### src/fpr_defines.svh
// register offsets, field positions, reset values and counts of the fiber event and pattern block
// assumes a 32-bit bus, one aligned word per register, byte address = index * 4
// Notes on behaviour
// - one enable per event, bits 14..4 except 6; all clear on hard reset
// - bit 14 latches high when resolved fiber speed changes
// - bit 13 latches high when resolved fiber duplex changes
// - bit 12 latches high when a negotiation page arrives
// - bit 11 latches high when fiber negotiation completes
// - bit 10 latches high when fiber link toggles up or down
// - bit 9 latches high on a received symbol error
// - bit 8 latches high on false carrier detection
// - bit 7 latches high on elastic buffer overflow or underflow
// - bit 5 latches high when received remote fault changes
// - bit 4 latches high when energy detect changes either way
// - bit 7 inverts checker data, bit 6 inverts generator data
// - bit 5 set: error counting waits until checker first locks
// - writing 1 to bit 4 clears the counter, bit self-clears
// - bits 3:2 select pattern: 7, 23, 31 stage sequences or alternating
// - bit 1 enables checker, bit 0 generator; both clear on any reset
// - low word read snapshots the high word
// - counter words cleared only by the clear bit or hard reset, not reads or soft reset
// - remote fault field: none, partner link failure, offline, negotiation error
// - force bit drives the interrupt output active regardless of status
`ifndef FPR_DEFINES_SVH
`define FPR_DEFINES_SVH
`define FPR_IDX_EN 6'h12
`define FPR_IDX_ST 6'h13
`define FPR_IDX_CTL 6'h17
`define FPR_IDX_LO 6'h18
`define FPR_IDX_HI 6'h19
`define FPR_IDX_FRC 6'h1a
`define FPR_IDX_RF 6'h1b
`define FPR_A_EN {`FPR_IDX_EN, 2'b00}
`define FPR_A_ST {`FPR_IDX_ST, 2'b00}
`define FPR_A_CTL {`FPR_IDX_CTL, 2'b00}
`define FPR_A_LO {`FPR_IDX_LO, 2'b00}
`define FPR_A_HI {`FPR_IDX_HI, 2'b00}
`define FPR_A_FRC {`FPR_IDX_FRC, 2'b00}
`define FPR_A_RF {`FPR_IDX_RF, 2'b00}
`define FPR_EV_MASK 16'h7fb0
`define FPR_EN_SWCLR 16'h0020
`define FPR_CTL_SWCLR 16'h0013
`define FPR_CTL_RST 16'h0000
`define FPR_EN_RST 16'h0000
`define FPR_B_SPEED 14
`define FPR_B_DUPLEX 13
`define FPR_B_PAGE 12
`define FPR_B_AN 11
`define FPR_B_LINK 10
`define FPR_B_SYM 9
`define FPR_B_FCAR 8
`define FPR_B_FIFO 7
`define FPR_B_RF 5
`define FPR_B_ENERGY 4
`define FPR_C_CHK_INV 7
`define FPR_C_GEN_INV 6
`define FPR_C_LOCK 5
`define FPR_C_CLR 4
`define FPR_C_SEL_HI 3
`define FPR_C_SEL_LO 2
`define FPR_C_CHK_EN 1
`define FPR_C_GEN_EN 0
`define FPR_B_FORCE 15
`define FPR_RF_HI 7
`define FPR_RF_LO 6
`define FPR_LOCK_RUN 6'd32
`define FPR_SEED 31'h7fffffff
`endif

### src/fpr_pkg.sv
// types shared by the fiber event register block and its pattern unit
// assumes fpr_defines.svh carries all numeric constants
package fpr_pkg;
  typedef enum logic [1:0] {PAT_P7 = 2'b00, PAT_P23 = 2'b01, PAT_P31 = 2'b10,
                            PAT_ALT = 2'b11} fpr_pat_t;
  typedef enum logic [1:0] {RF_NONE = 2'b00, RF_LINK_FAIL = 2'b01, RF_OFFLINE = 2'b10,
                            RF_AN_ERR = 2'b11} fpr_rf_t;
  typedef enum logic [2:0] {CHK_OFF = 3'b001, CHK_HUNT = 3'b010,
                            CHK_LOCK = 3'b100} fpr_chk_st_t;
  typedef struct packed {
    logic [1:0] speed;
    logic duplex;
    logic page_rx;
    logic an_done;
    logic link_up;
    logic sym_err;
    logic false_carrier;
    logic fifo_err;
    fpr_rf_t remote_fault;
    logic energy;
  } fpr_fiber_t;
  typedef struct packed {
    logic chk_inv;
    logic gen_inv;
    fpr_pat_t sel;
    logic chk_en;
    logic gen_en;
  } fpr_pat_ctl_t;
endpackage

### src/fpr_prbs.sv
// pattern generator and self-synchronising checker, one bit per clock
// assumes the serial link bits are synchronous to clk_i
`timescale 1ns/1ps
`include "fpr_defines.svh"
module fpr_prbs (
  input wire logic clk_i,
  input wire logic rst_ni,
  input wire fpr_pkg::fpr_pat_ctl_t ctl_i,
  input wire logic rx_bit_i,
  output logic tx_bit_o,
  output logic err_o,
  output logic locked_o
);
  function automatic logic fb(input logic [30:0] s, input fpr_pkg::fpr_pat_t sel);
    case (sel)
      fpr_pkg::PAT_P7: fb = s[6] ^ s[5];
      fpr_pkg::PAT_P23: fb = s[22] ^ s[17];
      fpr_pkg::PAT_P31: fb = s[30] ^ s[27];
      default: fb = ~s[0];
    endcase
  endfunction

  logic [30:0] gen_q;
  logic [30:0] chk_q;
  logic [5:0] run_q;
  logic [5:0] run_d;
  fpr_pkg::fpr_pat_t sel_q;
  fpr_pkg::fpr_chk_st_t st_q;
  fpr_pkg::fpr_chk_st_t st_d;
  wire logic gen_bit = fb(gen_q, ctl_i.sel);
  wire logic rx_bit = rx_bit_i ^ ctl_i.chk_inv;
  wire logic miss = rx_bit != fb(chk_q, ctl_i.sel);
  wire logic resync = ctl_i.sel != sel_q;
  assign run_d = miss ? 6'd0 : run_q + 6'd1;

  always_comb
  begin
    st_d = st_q;
    case (st_q)
      fpr_pkg::CHK_OFF: if (ctl_i.chk_en) st_d = fpr_pkg::CHK_HUNT;
      fpr_pkg::CHK_HUNT: if (run_q == `FPR_LOCK_RUN) st_d = fpr_pkg::CHK_LOCK;
      fpr_pkg::CHK_LOCK: if (resync) st_d = fpr_pkg::CHK_HUNT;
      default: st_d = fpr_pkg::CHK_OFF;
    endcase
    if (!ctl_i.chk_en)
      st_d = fpr_pkg::CHK_OFF;
  end

  always_ff @(posedge clk_i or negedge rst_ni)
  begin
    if (!rst_ni)
    begin
      gen_q <= `FPR_SEED;
      chk_q <= `FPR_SEED;
      run_q <= 6'd0;
      sel_q <= fpr_pkg::PAT_P7;
      st_q <= fpr_pkg::CHK_OFF;
      tx_bit_o <= 1'b0;
      err_o <= 1'b0;
    end
    else
    begin
      gen_q <= ctl_i.gen_en ? {gen_q[29:0], gen_bit} : `FPR_SEED;
      tx_bit_o <= ctl_i.gen_en & (gen_bit ^ ctl_i.gen_inv);
      chk_q <= {chk_q[29:0], rx_bit};
      sel_q <= ctl_i.sel;
      run_q <= (st_q == fpr_pkg::CHK_HUNT && !resync) ? run_d : 6'd0;
      st_q <= st_d;
      err_o <= (st_q != fpr_pkg::CHK_OFF) & ctl_i.chk_en & miss;
    end
  end
  assign locked_o = st_q == fpr_pkg::CHK_LOCK;
endmodule

### src/fpr_regs.sv
// fiber event enable and status registers with pattern test control on an APB slave
// assumes event inputs are synchronous to CLK_I and SW_RESET_I is a one-cycle pulse
`timescale 1ns/1ps
`include "fpr_defines.svh"
module fpr_regs (
  input wire logic CLK_I,
  input wire logic RST_N_I,
  input wire logic SW_RESET_I,
  input wire logic PSEL_I,
  input wire logic PENABLE_I,
  input wire logic PWRITE_I,
  input wire logic [7:0] PADDR_I,
  input wire logic [31:0] PWDATA_I,
  output logic [31:0] PRDATA_O,
  output logic PREADY_O,
  output logic PSLVERR_O,
  input wire fpr_pkg::fpr_fiber_t FIBER_I,
  input wire logic RX_BIT_I,
  output logic TX_BIT_O,
  output logic PATTERN_LOCKED_O,
  output logic INTERRUPT_OUT_LOW_N_O
);
  logic rst_meta_q;
  logic rst_n_q;
  always_ff @(posedge CLK_I or negedge RST_N_I)
  begin
    if (!RST_N_I)
    begin
      rst_meta_q <= 1'b0;
      rst_n_q <= 1'b0;
    end
    else
    begin
      rst_meta_q <= 1'b1;
      rst_n_q <= rst_meta_q;
    end
  end

  // bus decode
  wire logic setup = PSEL_I & ~PENABLE_I;
  wire logic access = PSEL_I & PENABLE_I;
  wire logic hit_en = PADDR_I == `FPR_A_EN;
  wire logic hit_st = PADDR_I == `FPR_A_ST;
  wire logic hit_ctl = PADDR_I == `FPR_A_CTL;
  wire logic hit_lo = PADDR_I == `FPR_A_LO;
  wire logic hit_hi = PADDR_I == `FPR_A_HI;
  wire logic hit_frc = PADDR_I == `FPR_A_FRC;
  wire logic hit_rf = PADDR_I == `FPR_A_RF;
  wire logic mapped = hit_en | hit_st | hit_ctl | hit_lo | hit_hi | hit_frc | hit_rf;
  wire logic wr = access & PWRITE_I & mapped;
  wire logic rd_setup = setup & ~PWRITE_I;
  wire logic rd_st_done = access & ~PWRITE_I & hit_st;
  assign PREADY_O = 1'b1;
  assign PSLVERR_O = access & ~mapped;

  // change detectors need one primed cycle so reset values do not look like events
  logic primed_q;
  logic [1:0] speed_q;
  logic duplex_q;
  logic link_q;
  fpr_pkg::fpr_rf_t rf_q;
  logic energy_q;
  logic [15:0] ev;
  assign ev[15] = 1'b0;
  assign ev[`FPR_B_SPEED] = primed_q & (FIBER_I.speed != speed_q);
  assign ev[`FPR_B_DUPLEX] = primed_q & (FIBER_I.duplex != duplex_q);
  assign ev[`FPR_B_PAGE] = FIBER_I.page_rx;
  assign ev[`FPR_B_AN] = FIBER_I.an_done;
  assign ev[`FPR_B_LINK] = primed_q & (FIBER_I.link_up != link_q);
  assign ev[`FPR_B_SYM] = FIBER_I.sym_err;
  assign ev[`FPR_B_FCAR] = FIBER_I.false_carrier;
  assign ev[`FPR_B_FIFO] = FIBER_I.fifo_err;
  assign ev[6] = 1'b0;
  assign ev[`FPR_B_RF] = primed_q & (FIBER_I.remote_fault != rf_q);
  assign ev[`FPR_B_ENERGY] = primed_q & (FIBER_I.energy != energy_q);
  assign ev[3:0] = 4'h0;

  always_ff @(posedge CLK_I or negedge rst_n_q)
  begin
    if (!rst_n_q)
    begin
      primed_q <= 1'b0;
      speed_q <= 2'h0;
      duplex_q <= 1'b0;
      link_q <= 1'b0;
      rf_q <= fpr_pkg::RF_NONE;
      energy_q <= 1'b0;
    end
    else
    begin
      primed_q <= 1'b1;
      speed_q <= FIBER_I.speed;
      duplex_q <= FIBER_I.duplex;
      link_q <= FIBER_I.link_up;
      rf_q <= FIBER_I.remote_fault;
      energy_q <= FIBER_I.energy;
    end
  end

  // status: only the bits shown to the read are cleared, so a late event survives
  logic [15:0] st_q;
  logic [15:0] st_d;
  logic [15:0] st_clr;
  assign st_clr = {16{rd_st_done}} & PRDATA_O[15:0];
  assign st_d = SW_RESET_I ? 16'h0000 : (((st_q & ~st_clr) | ev) & `FPR_EV_MASK);

  // enables
  logic [15:0] en_q;
  logic [15:0] en_d;
  assign en_d = (wr & hit_en) ? (PWDATA_I[15:0] & `FPR_EV_MASK) :
                SW_RESET_I ? (en_q & ~`FPR_EN_SWCLR) : en_q;

  // pattern control; the clear bit lives for one cycle only
  logic [15:0] ctl_q;
  logic [15:0] ctl_d;
  wire logic cnt_clr = ctl_q[`FPR_C_CLR];
  assign ctl_d = (wr & hit_ctl) ? PWDATA_I[15:0] :
                 SW_RESET_I ? (ctl_q & ~`FPR_CTL_SWCLR) :
                 {ctl_q[15:5], 1'b0, ctl_q[3:0]};

  logic force_q;

  always_ff @(posedge CLK_I or negedge rst_n_q)
  begin
    if (!rst_n_q)
    begin
      st_q <= 16'h0000;
      en_q <= `FPR_EN_RST;
      ctl_q <= `FPR_CTL_RST;
      force_q <= 1'b0;
    end
    else
    begin
      st_q <= st_d;
      en_q <= en_d;
      ctl_q <= ctl_d;
      if (wr & hit_frc)
        force_q <= PWDATA_I[`FPR_B_FORCE];
    end
  end

  // pattern unit
  fpr_pkg::fpr_pat_ctl_t pat_ctl;
  logic chk_err;
  logic chk_locked;
  assign pat_ctl.chk_inv = ctl_q[`FPR_C_CHK_INV];
  assign pat_ctl.gen_inv = ctl_q[`FPR_C_GEN_INV];
  assign pat_ctl.sel = fpr_pkg::fpr_pat_t'(ctl_q[`FPR_C_SEL_HI:`FPR_C_SEL_LO]);
  assign pat_ctl.chk_en = ctl_q[`FPR_C_CHK_EN];
  assign pat_ctl.gen_en = ctl_q[`FPR_C_GEN_EN];

  fpr_prbs u_prbs (
    .clk_i(CLK_I),
    .rst_ni(rst_n_q),
    .ctl_i(pat_ctl),
    .rx_bit_i(RX_BIT_I),
    .tx_bit_o(TX_BIT_O),
    .err_o(chk_err),
    .locked_o(chk_locked)
  );
  assign PATTERN_LOCKED_O = chk_locked;

  // error counter saturates rather than wrapping to a misleading small value
  logic [31:0] cnt_q;
  logic [15:0] hi_q;
  logic armed_q;
  wire logic count_ok = ~ctl_q[`FPR_C_LOCK] | armed_q | chk_locked;
  wire logic cnt_inc = chk_err & count_ok & ~(&cnt_q);

  // soft reset deliberately does not touch the counter or its snapshot
  always_ff @(posedge CLK_I or negedge rst_n_q)
  begin
    if (!rst_n_q)
    begin
      cnt_q <= 32'h0000_0000;
      hi_q <= 16'h0000;
      armed_q <= 1'b0;
    end
    else
    begin
      armed_q <= pat_ctl.chk_en & ~cnt_clr & (armed_q | chk_locked);
      if (cnt_clr)
        cnt_q <= 32'h0000_0000;
      else if (cnt_inc)
        cnt_q <= cnt_q + 32'h0000_0001;
      if (cnt_clr)
        hi_q <= 16'h0000;
      else if (rd_setup & hit_lo)
        hi_q <= cnt_q[31:16];
    end
  end

  // read data is taken in the setup cycle so the access cycle can finish at once
  logic [31:0] rd_mux;
  assign rd_mux = hit_en ? {16'h0000, en_q} :
                  hit_st ? {16'h0000, st_q} :
                  hit_ctl ? {16'h0000, ctl_q} :
                  hit_lo ? {16'h0000, cnt_q[15:0]} :
                  hit_hi ? {16'h0000, hi_q} :
                  hit_frc ? {16'h0000, force_q, 15'h0000} :
                  hit_rf ? {24'h00_0000, FIBER_I.remote_fault, 6'h00} : 32'h0000_0000;

  logic int_n_q;
  always_ff @(posedge CLK_I or negedge rst_n_q)
  begin
    if (!rst_n_q)
    begin
      PRDATA_O <= 32'h0000_0000;
      int_n_q <= 1'b1;
    end
    else
    begin
      if (rd_setup)
        PRDATA_O <= rd_mux;
      int_n_q <= ~(force_q | (|(st_q & en_q)));
    end
  end
  assign INTERRUPT_OUT_LOW_N_O = int_n_q;
endmodule

### config.mk
export PLATFORM = sky130hd
export DESIGN_NAME = fpr_regs
export DESIGN_NICKNAME = d
export VERILOG_FILES = /design/src/fpr_pkg.sv /design/src/fpr_prbs.sv /design/src/fpr_regs.sv
export VERILOG_INCLUDE_DIRS = /design/src
export SDC_FILE = /design/constraint.sdc
export NUM_CORES = 1
export LEC_CHECK = 0
export BUFFER_PORTS_ARGS = -buffer_cell sky130_fd_sc_hd__buf_2
export CORE_AREA = 2 2 169 171
export DETAILED_ROUTE_END_ITERATION = 7
export DIE_AREA = 0 0 171 173
export HOLD_SLACK_MARGIN = 0.05
export RECOVER_POWER = 50
export SYNTH_ARGS = -nofsm -noshare
export SYNTH_HDL_FRONTEND = slang
export SYNTH_SLANG_ARGS = --single-unit
### constraint.sdc
create_clock -name CLK_I -period 12 [get_ports CLK_I]
set_input_delay 1.8 -clock CLK_I [delete_from_list [all_inputs] [get_ports CLK_I]]
set_output_delay 1.8 -clock CLK_I [all_outputs]
set_load 0.01 [all_outputs]
==> results of run 1 <==
-- layout make-up --
cell class / instances / area [um2]
clock buffer: 17 / 425.4
timing repair buffer: 73 / 374.1
antenna: 1 / 2.502
sequential: 188 / 4785
inverter: 10 / 37.54
multi-input combinational: 476 / 3194
fill: 2769 / 18110
tap: 378 / 473.0
clock inverter: 15 / 229.0
-- state kept, by name, summed over array words and instances, names as in the netlist --
name,flops
INTERRUPT_OUT_LOW_N_O,1
PRDATA_O,16
armed_q,1
cnt_q,32
ctl_q,16
duplex_q,1
en_q,10
energy_q,1
force_q,1
hi_q,16
link_q,1
primed_q,1
rf_q,2
rst_meta_q,1
rst_n_q,1
speed_q,2
st_q,10
u_prbs.chk_q,31
u_prbs.err_o,1
u_prbs.gen_q,31
u_prbs.run_q,6
u_prbs.sel_q,2
u_prbs.st_q,3
u_prbs.tx_bit_o,1
-- through the flow --
step	area, um2	instances	total power, mW	hold slack [ps]
2_1_floorplan	8263	721	0.7007	331.2
3_3_place_gp	8886	1125	0.7181	336.3
3_5_place_dp	8886	1125	0.7188	340.3
4_1_cts	9540	1157	1.333	344.6
5_1_grt	9518	1157	1.363	346.9
6_report	9520	1158	1.316	344.2
-- synth_stat cells (4+ instances only) --
| master | count |
|---|---|
| xor2_1 | 12 |
| clkbuf_1 | 25 |
| nand2b_1 | 43 |
| mux2i_1 | 28 |
| or3_1 | 17 |
| o21ai_0 | 28 |
| a221o_1 | 9 |
| inv_1 | 10 |
| nand3_1 | 19 |
| a22oi_1 | 11 |
| o31ai_1 | 7 |
| nor2_1 | 55 |
| mux2_2 | 40 |
| nor3_1 | 4 |
| buf_4 | 17 |
| xnor2_1 | 13 |
| dfstp_2 | 64 |
| a22o_1 | 10 |
| a21oi_1 | 46 |
| or4_1 | 7 |
| nand4_1 | 6 |
| and3_1 | 4 |
| nand2_1 | 47 |
| dfrtp_1 | 124 |
-- routing by layer --
metal / track usage / share of wire
met1: 0.1834 / 0.49
met2: 0.1878 / 0.45
met3: 0.03342 / 0.050
met4: 0.03107 / 0.0086
met5: 0 / 0.0013
-- logic make-up (layout without fill, tap and decap cells) --
logic type / Yosys count / count (layout)
DFF: 188 / 188
and+or+nand+nor: 231 / 231
xor gates and xnor gates: 25 / 25
other: 2 / 20
AOI/OAI and AO/OA: 128 / 128
muxes: 70 / 70
buffers and inverters: 57 / 115
adders and majority gates: 3 / 3
-- placed cells by master (no fill, tap or decap), types with 28 or more instances in the layout --
cell type and instances:
a21oi_1 46, buf_2 53, dfrtp_1 124, dfstp_2 56, mux2_2 40, mux2i_1 28, nand2_1 47, nand2b_1 43
nor2_1 55, o21ai_0 28
-- power by group --
part	total (mW)	internal, mW	switching, mW
registers	0.659	0.649	0.0100
logic	0.0459	0.0156	0.0302
clock network	0.611	0.300	0.311
total	1.32	0.964	0.352
-- how the worst max path moves through the flow --
stage	startpoint	end	slack, ps	depth (start not counted)
floorplan	rst_n_q$_DFF_PN0_	PRDATA_O[0]$_DFFE_PN0P_	6490	0
global placement	PADDR_I[7]	PSLVERR_O	7030	4
detailed placement	PADDR_I[7]	PSLVERR_O	7030	4
CTS	PADDR_I[7]	PSLVERR_O	7030	4
global route	rst_n_q$_DFF_PN0_	PRDATA_O[5]$_DFFE_PN0P_	5760	2
finish	rst_n_q$_DFF_PN0_	ctl_q[4]$_DFF_PN0_	6900	2
-- critical path, stage by stage, from the launching register on --
cell      delay [ps]
dfrtp_1         1740
clkbuf_1        2320
buf_4            980
==> summary.md, run 1 <==
| Metric | Value |
|---|---|
| Run status | `finished with violations` |
| Failing checks | `max-capacitance violations, max-slew violations` |
| Min-delay src | `u_prbs.chk_q[25]$_DFF_PN1_` |
| Clock Skew | `17.83 ps` |
| DP Worst Slack | `7030 ps` |
| Syn Inst Count | `704` |
| Ys Warns | `0` |
| Flip-flop and latch count after synthesis | `188` |
| Top cells by area, synth | `dfrtp_1 38%, dfstp_2 21%, mux2_2 5.5%` |
| Final #Nets | `828` |
| Detailed Route Iter0 Violations | `469` |
| Post-Synth Adder-Cell Area | `0.004578` |
| Synth Area in Compound Gates | `0.1004` |
| RSZ-0062 raised after global routing | `false` |
| Slew headroom | `-1.104` |
| Resized Gates After CTS | `0` |
| CTS root buffer | `clkbuf_16` |
| Vias in the first global route | `5,176` |
| Main combinational cell family by area after synthesis | `simple AND/OR/NAND/NOR gates` |
| CP max FO | `69` |
| Via count | `5,452` |
| Post-CTS Setup Inserts | `0` |
| CTS max path bufs | `2` |
| Crit path launch type | `flop` |
| Critical Path RT | `12,450 ps` |
| Crit path kind | `flop to asynchronous set/reset pin` |
| Hold Crit Endpoint | `u_prbs.chk_q[26]$_DFF_PN1_` |
| Post-route minimum period | `5103 ps` |
| Clock Latency Late Sink | `440 ps` |
| CTS sink count | `188` |
| Area growth from synthesis to layout | `16.11%` |
| Port Buffers | `62` |
| Antenna Nets Post-Route | `0` |
| Post-DP HPWL | `12,630 um` |
| Fin crit share | `0.4253` |
| FF-to-FF End | `ctl_q[4]$_DFF_PN0_` |
| Core ar. | `27,630 um2` |
| Setup Total Neg Slack | `0 ps` |
| Final slew viol count | `178` |
| Synth Area in Simple Gates | `0.1540` |
| PwrDens | `138.2 nW/um2` |
| Worst-Margin Slew | `3156 ps` |
| Top FF cell, synth | `dfrtp_1` |
| Hold WC Path Type | `flop to flop` |
| Largest area contributor in the netlist | `dfrtp_1` |
| Seq/Total Area, Yosys | `0.5835` |
| Drt total wl | `18,160 um` |
| Layout cells sized above 1 | `0.2644` |
| Setup crit end kind | `asynchronous set/reset pin` |
| H-tree Lvls | `4` |
| WL/cell | `15.69 um` |
| Initial antenna violation count | `4` |
| Leak Pwr | `4.024 nW` |
| Die height | `173 um` |
| Tot GR Track Use | `0.1266` |
| Floorplan row count | `61` |
| Distinct cells, synth | `63` |
| R2r worst-path depth | `2` |
| Chip Width | `171 um` |
| Setup slack after layout | `6897 ps` |
| Mux cell area share after synthesis | `0.09461` |
| Vias per cell | `4.708` |
| I/O pin cnt | `96` |
| Worst-path clk slew | `90 ps` |
| Final Hold Viols | `0` |
| Post-route DRC | `0` |
| Global-route wire length before repair | `29,150 um` |
| FMAX | `196.0 MHz` |
| Maximum VDD drop | `0.09063 mV` |
| Pre-Repair DR Iteration Count | `5` |
| Pin count of the biggest net entering global routing | `70` |
| Synth Area in XOR/XNOR | `0.02671` |
| Top cell type's share of synthesized area | `0.3785` |
| CTS tree | `yes` |
| Final Core Density | `0.3446` |
| Setup violations, final | `0` |
| Worst reg2reg setup slack | `6900 ps` |
| Die ar. | `29,580 um2` |
| Initial core utilization | `0.2968` |
| Max-cap violations | `3` |
| Syn_area_per_cell | `11.65 um2` |
| CTS Buf Count | `17` |
| Number of flops mapped to enable cells by yosys | `0` |
| Worst Path Arrival | `5560 ps` |
| Placer congestion estimate | `0.7651` |
| Hold_buf cts | `0` |
| Post-synthesis async set-or-reset flop share | `1.000` |
| Worst R2R Start | `rst_n_q$_DFF_PN0_` |
| Post-synthesis cell area | `8199 um2` |
| Global route total overflow | `0` |
| Hold depth | `0` |
Power figures use the tool's default switching activity.
==> inputs of run 2 (changes only) <==
- ABC_AREA: not set -> 1
- CORE_AREA: 2 2 169 171 -> 2 2 176 178
- DIE_AREA: 0 0 171 173 -> 0 0 178 180
- clock period: 12 -> 5 ns (I/O delays scaled with it)
==> run 2 against run 1 <==
Effect of this change: the flow still finishes with violations (max-capacitance violations, max-slew violations); setup slack worse by 4600 ps; wire length up 18%; clock skew down 6.1 ps; combinational power rose to 3.1 times the previous value; utilization down 0.80 points; synthesized cell count up 50%; sequential power up 140%; die area up 8.3%; non-clock buffer count down 3; cell area up 6.7%; clock power up 130%; critical path type unchanged.
==> summary.md, run 2 <==
| Metric | Value |
|---|---|
| Chip Width | `178 um (+4.1%)` |
| Worst path slowest cell | `clkbuf_4` |
| WL/cell | `14.06 um (-10%)` |
| CTS sink count | `188 (unchanged)` |
| Clock Latency Late Sink | `440 ps (about the same)` |
| Final slew viol count | `187 (+5.1%)` |
| Largest area contributor in the netlist | `dfrtp_1` |
| Final #Nets | `1,177 (+42%)` |
| Critical path buffers and inverters | `1 (-1)` |
| Pin count of the biggest net entering global routing | `187 (+170%)` |
| Post-route DRC | `0 (unchanged)` |
| Worst-Margin Slew | `2489 ps (-666.1 ps)` |
| H-tree Lvls | `4 (unchanged)` |
| CTS tree | `yes` |
| Antenna Nets Post-Route | `0 (unchanged)` |
| Post-synthesis cell area | `8896 um2 (+8.5%)` |
| Seq/Total Area, Yosys | `0.5378 (-0.04572)` |
| Drt total wl | `21,430 um (+18%)` |
| Worst reg2reg setup slack | `2290 ps (-4610 ps)` |
| Dpl cell area | `9550 um2 (+7.5%)` |
| Top cell type's share of synthesized area | `0.3488 (-0.02965)` |
| Clock Skew | `11.70 ps (-6.130 ps)` |
| Top FF cell, synth | `dfrtp_1` |
| Post-synthesis async set-or-reset flop share | `1.000 (unchanged)` |
| Die ar. | `32,040 um2 (+8.3%)` |
| Vias per cell | `4.570 (-2.9%)` |
| Top Registers | `cnt_q: 32 flops, u_prbs.chk_q: 31 flops, u_prbs.gen_q: 31 flops` |
| Floorplan row count | `64 (+4.9%)` |
| GRT met1 Usage | `0.1913 (+0.007858)` |
| CTS max path bufs | `2 (unchanged)` |
| Syn_area_per_cell | `8.416 um2 (-28%)` |
| Syn Inst Count | `1,057 (+50%)` |
| Failing checks | `max-capacitance violations, max-slew violations` |
| Max-cap violations | `1 (-2)` |
| Setup Total Neg Slack | `0 ps (unchanged)` |
| Tot GR Track Use | `0.1383 (+0.01171)` |
| I/O pin cnt | `96 (unchanged)` |
| Gr busiest metal | `met2` |
| Run status | `finished with violations` |
| RSZ-0062 raised after global routing | `false` |
| Final Hold Viols | `0 (unchanged)` |
| CP delay by family, top | `buffers and inverters` |
| Vias in the first global route | `6,713 (+30%)` |
| Global-route wire length before repair | `35,070 um (+20%)` |
| Post-CTS Setup Inserts | `0 (unchanged)` |
| Placer congestion estimate | `0.8856 (+16%)` |
| Setup crit end kind | `asynchronous set/reset pin` |
| GRT met3 Usage | `0.02665 (-0.006768)` |
| Hold WC Path Type | `input port to asynchronous set/reset pin` |
| Fillcell total | `3,135 (+13%)` |
| Maximum VDD drop | `0.1570 mV (+73%)` |
| Crit path launch type | `flop` |
| Initial antenna violation count | `0 (-4)` |
| Detailed Route Iter0 Violations | `506 (+7.9%)` |
| Area growth from synthesis to layout | `14.23%` |
| Post-route minimum period | `2714 ps (-2389 ps)` |
| PwrDens | `309.3 nW/um2 (+120%)` |
| Fin crit share | `0.5429 (+0.1176)` |
| Crit path largest cell delay | `1700 ps (-620 ps)` |
| Pre-Repair DR Iteration Count | `6 (+1)` |
| Number of flops mapped to enable cells by yosys | `0 (unchanged)` |
| Top cells by area, synth | `dfrtp_1 35%, dfstp_2 19%, nand2_1 12%` |
| Hold_buf cts | `0 (unchanged)` |
| Synth top cells by count | `279 x nand2_1, 132 x inv_1, 124 x dfrtp_1` |
| CTS Buf Count | `17 (unchanged)` |
| Most frequent cells in the layout | `279 x nand2_1, 132 x inv_1, 123 x dfrtp_1` |
| Via count | `6,965 (+28%)` |
| Die height | `180 um (+4.0%)` |
| Commonest non-fill, non-tap cell in the layout | `nand2_1` |
| Setup violations, final | `0 (unchanged)` |
| CTS root buffer | `clkbuf_16` |
| Critical Path RT | `5020 ps (-7430 ps)` |
| Final instance area | `10,160 um2 (+6.7%)` |
| FMAX | `368.4 MHz (+88%)` |
| Global routing usage on met2 | `0.2211 (+0.03325)` |
| Layout cells sized above 1 | `0.1773 (-0.08714)` |
| Most flops, register | `cnt_q` |
| Port Buffers | `62 (unchanged)` |
| Post-DP HPWL | `15,460 um (+22%)` |
| Core ar. | `30,190 um2 (+9.3%)` |
| Global route total overflow | `0 (unchanged)` |
| Count leader, synth | `nand2_1` |
| Multi-input logic area | `3366 um2 (+5.4%)` |
| Initial core utilization | `0.2947 (-0.002079)` |
| Leak Pwr | `4.941 nW (+23%)` |
| Distinct cells, synth | `37 (-41%)` |
| Ys Warns | `0 (unchanged)` |
| CP max FO | `186 (+170%)` |
| Flip-flop and latch count after synthesis | `188 (unchanged)` |
| Number of flip-flops in the largest register | `32 (unchanged)` |
| Crit path kind | `flop to asynchronous set/reset pin` |
| Resized Gates After CTS | `0 (unchanged)` |
| Worst Path Arrival | `2730 ps (-2830 ps)` |
| Slew headroom | `-0.6596 (+0.4441)` |
| Antenna diode count | `0 (-1)` |
| Worst-path clk slew | `80 ps (about the same)` |
| Register Area | `4788 um2 (about the same)` |
| Worst path cell trace | `clkbuf_4` |
run 2: cell count changes after synthesis, sizes merged, moves of 43 or more:
cell / previous run / this run
nand2: 47 / 286
inv: 10 / 136
nand3: 19 / 102
nor2: 55 / 116
o21ai: 28 / 80
nand2b: 43 / 0
run 2: logic make-up (layout without fill, tap and decap cells):
family          count (synthesis)  after routing  synth area share
buf+inv                       186            240           0.09100
other cells                     2             19         0.0008442
simple gates                  539            539            0.2630
fa+ha+maj                       3              3          0.004220
xor+xnor                       24             24           0.02363
flops                         188            188            0.5378
compound gates                115            115           0.07947
run 2: path summary, 6_finish.rpt:
path | startpoint | end | cells after the start
setup reg to reg | rst_n_q$_DFF_PN0_ | cnt_q[13]$_DFFE_PN0P_ | 1
setup / recovery | rst_n_q$_DFF_PN0_ | cnt_q[13]$_DFFE_PN0P_ | 1
hold reg to reg | u_prbs.chk_q[13]$_DFF_PN1_ | u_prbs.chk_q[14]$_DFF_PN1_ | 0
min in group CLK_I | u_prbs.chk_q[13]$_DFF_PN1_ | u_prbs.chk_q[14]$_DFF_PN1_ | 0
max in group CLK_I | PADDR_I[4] | PSLVERR_O | 9
hold / removal | RST_N_I | rst_n_q$_DFF_PN0_ | 1
run 2: area by class of cell:
class,instances,area share
Clock buffer,17,0.04186
Clock inverter,15,0.02056
Inverter,138,0.05097
Multi-Input combinational cell,700,0.3312
Sequential cell,188,0.4712
Tap cell,396,0.04876
Timing Repair Buffer,70,0.03546
run 2: metal layers:
metal / vias to the layer above / wire (um) / part of all wire
li1: 3433 / - / -
met2: 152 / 10150 / 0.47
met1: 3358 / 10010 / 0.47
met5: - / 0 / 0
met3: 22 / 974 / 0.045
met4: 0 / 296 / 0.014
run 2: metrics by stage:
stage	std cells	utilization	hold slack [ps]	setup WS [ps]	total power, mW
4_1_cts	1524	0.3374	61.55	2343	3.181
3_3_place_gp	1492	0.3164	336.4	2318	1.763
2_1_floorplan	1074	-	331.1	1959	1.707
3_5_place_dp	1492	0.3164	340.3	2281	1.766
6_report	1524	0.3366	77.15	2286	3.143
5_1_grt	1524	0.3366	74.48	1780	3.269
run 2: power by group:
| group | switching, mW | internal, mW | leakage (nW) |
|---|---|---|---|
| clock network | 0.713 | 0.698 | 0.304 |
| logic | 0.101 | 0.0426 | 2.40 |
| registers | 0.0208 | 1.57 | 2.24 |
| total | 0.835 | 2.31 | 4.94 |
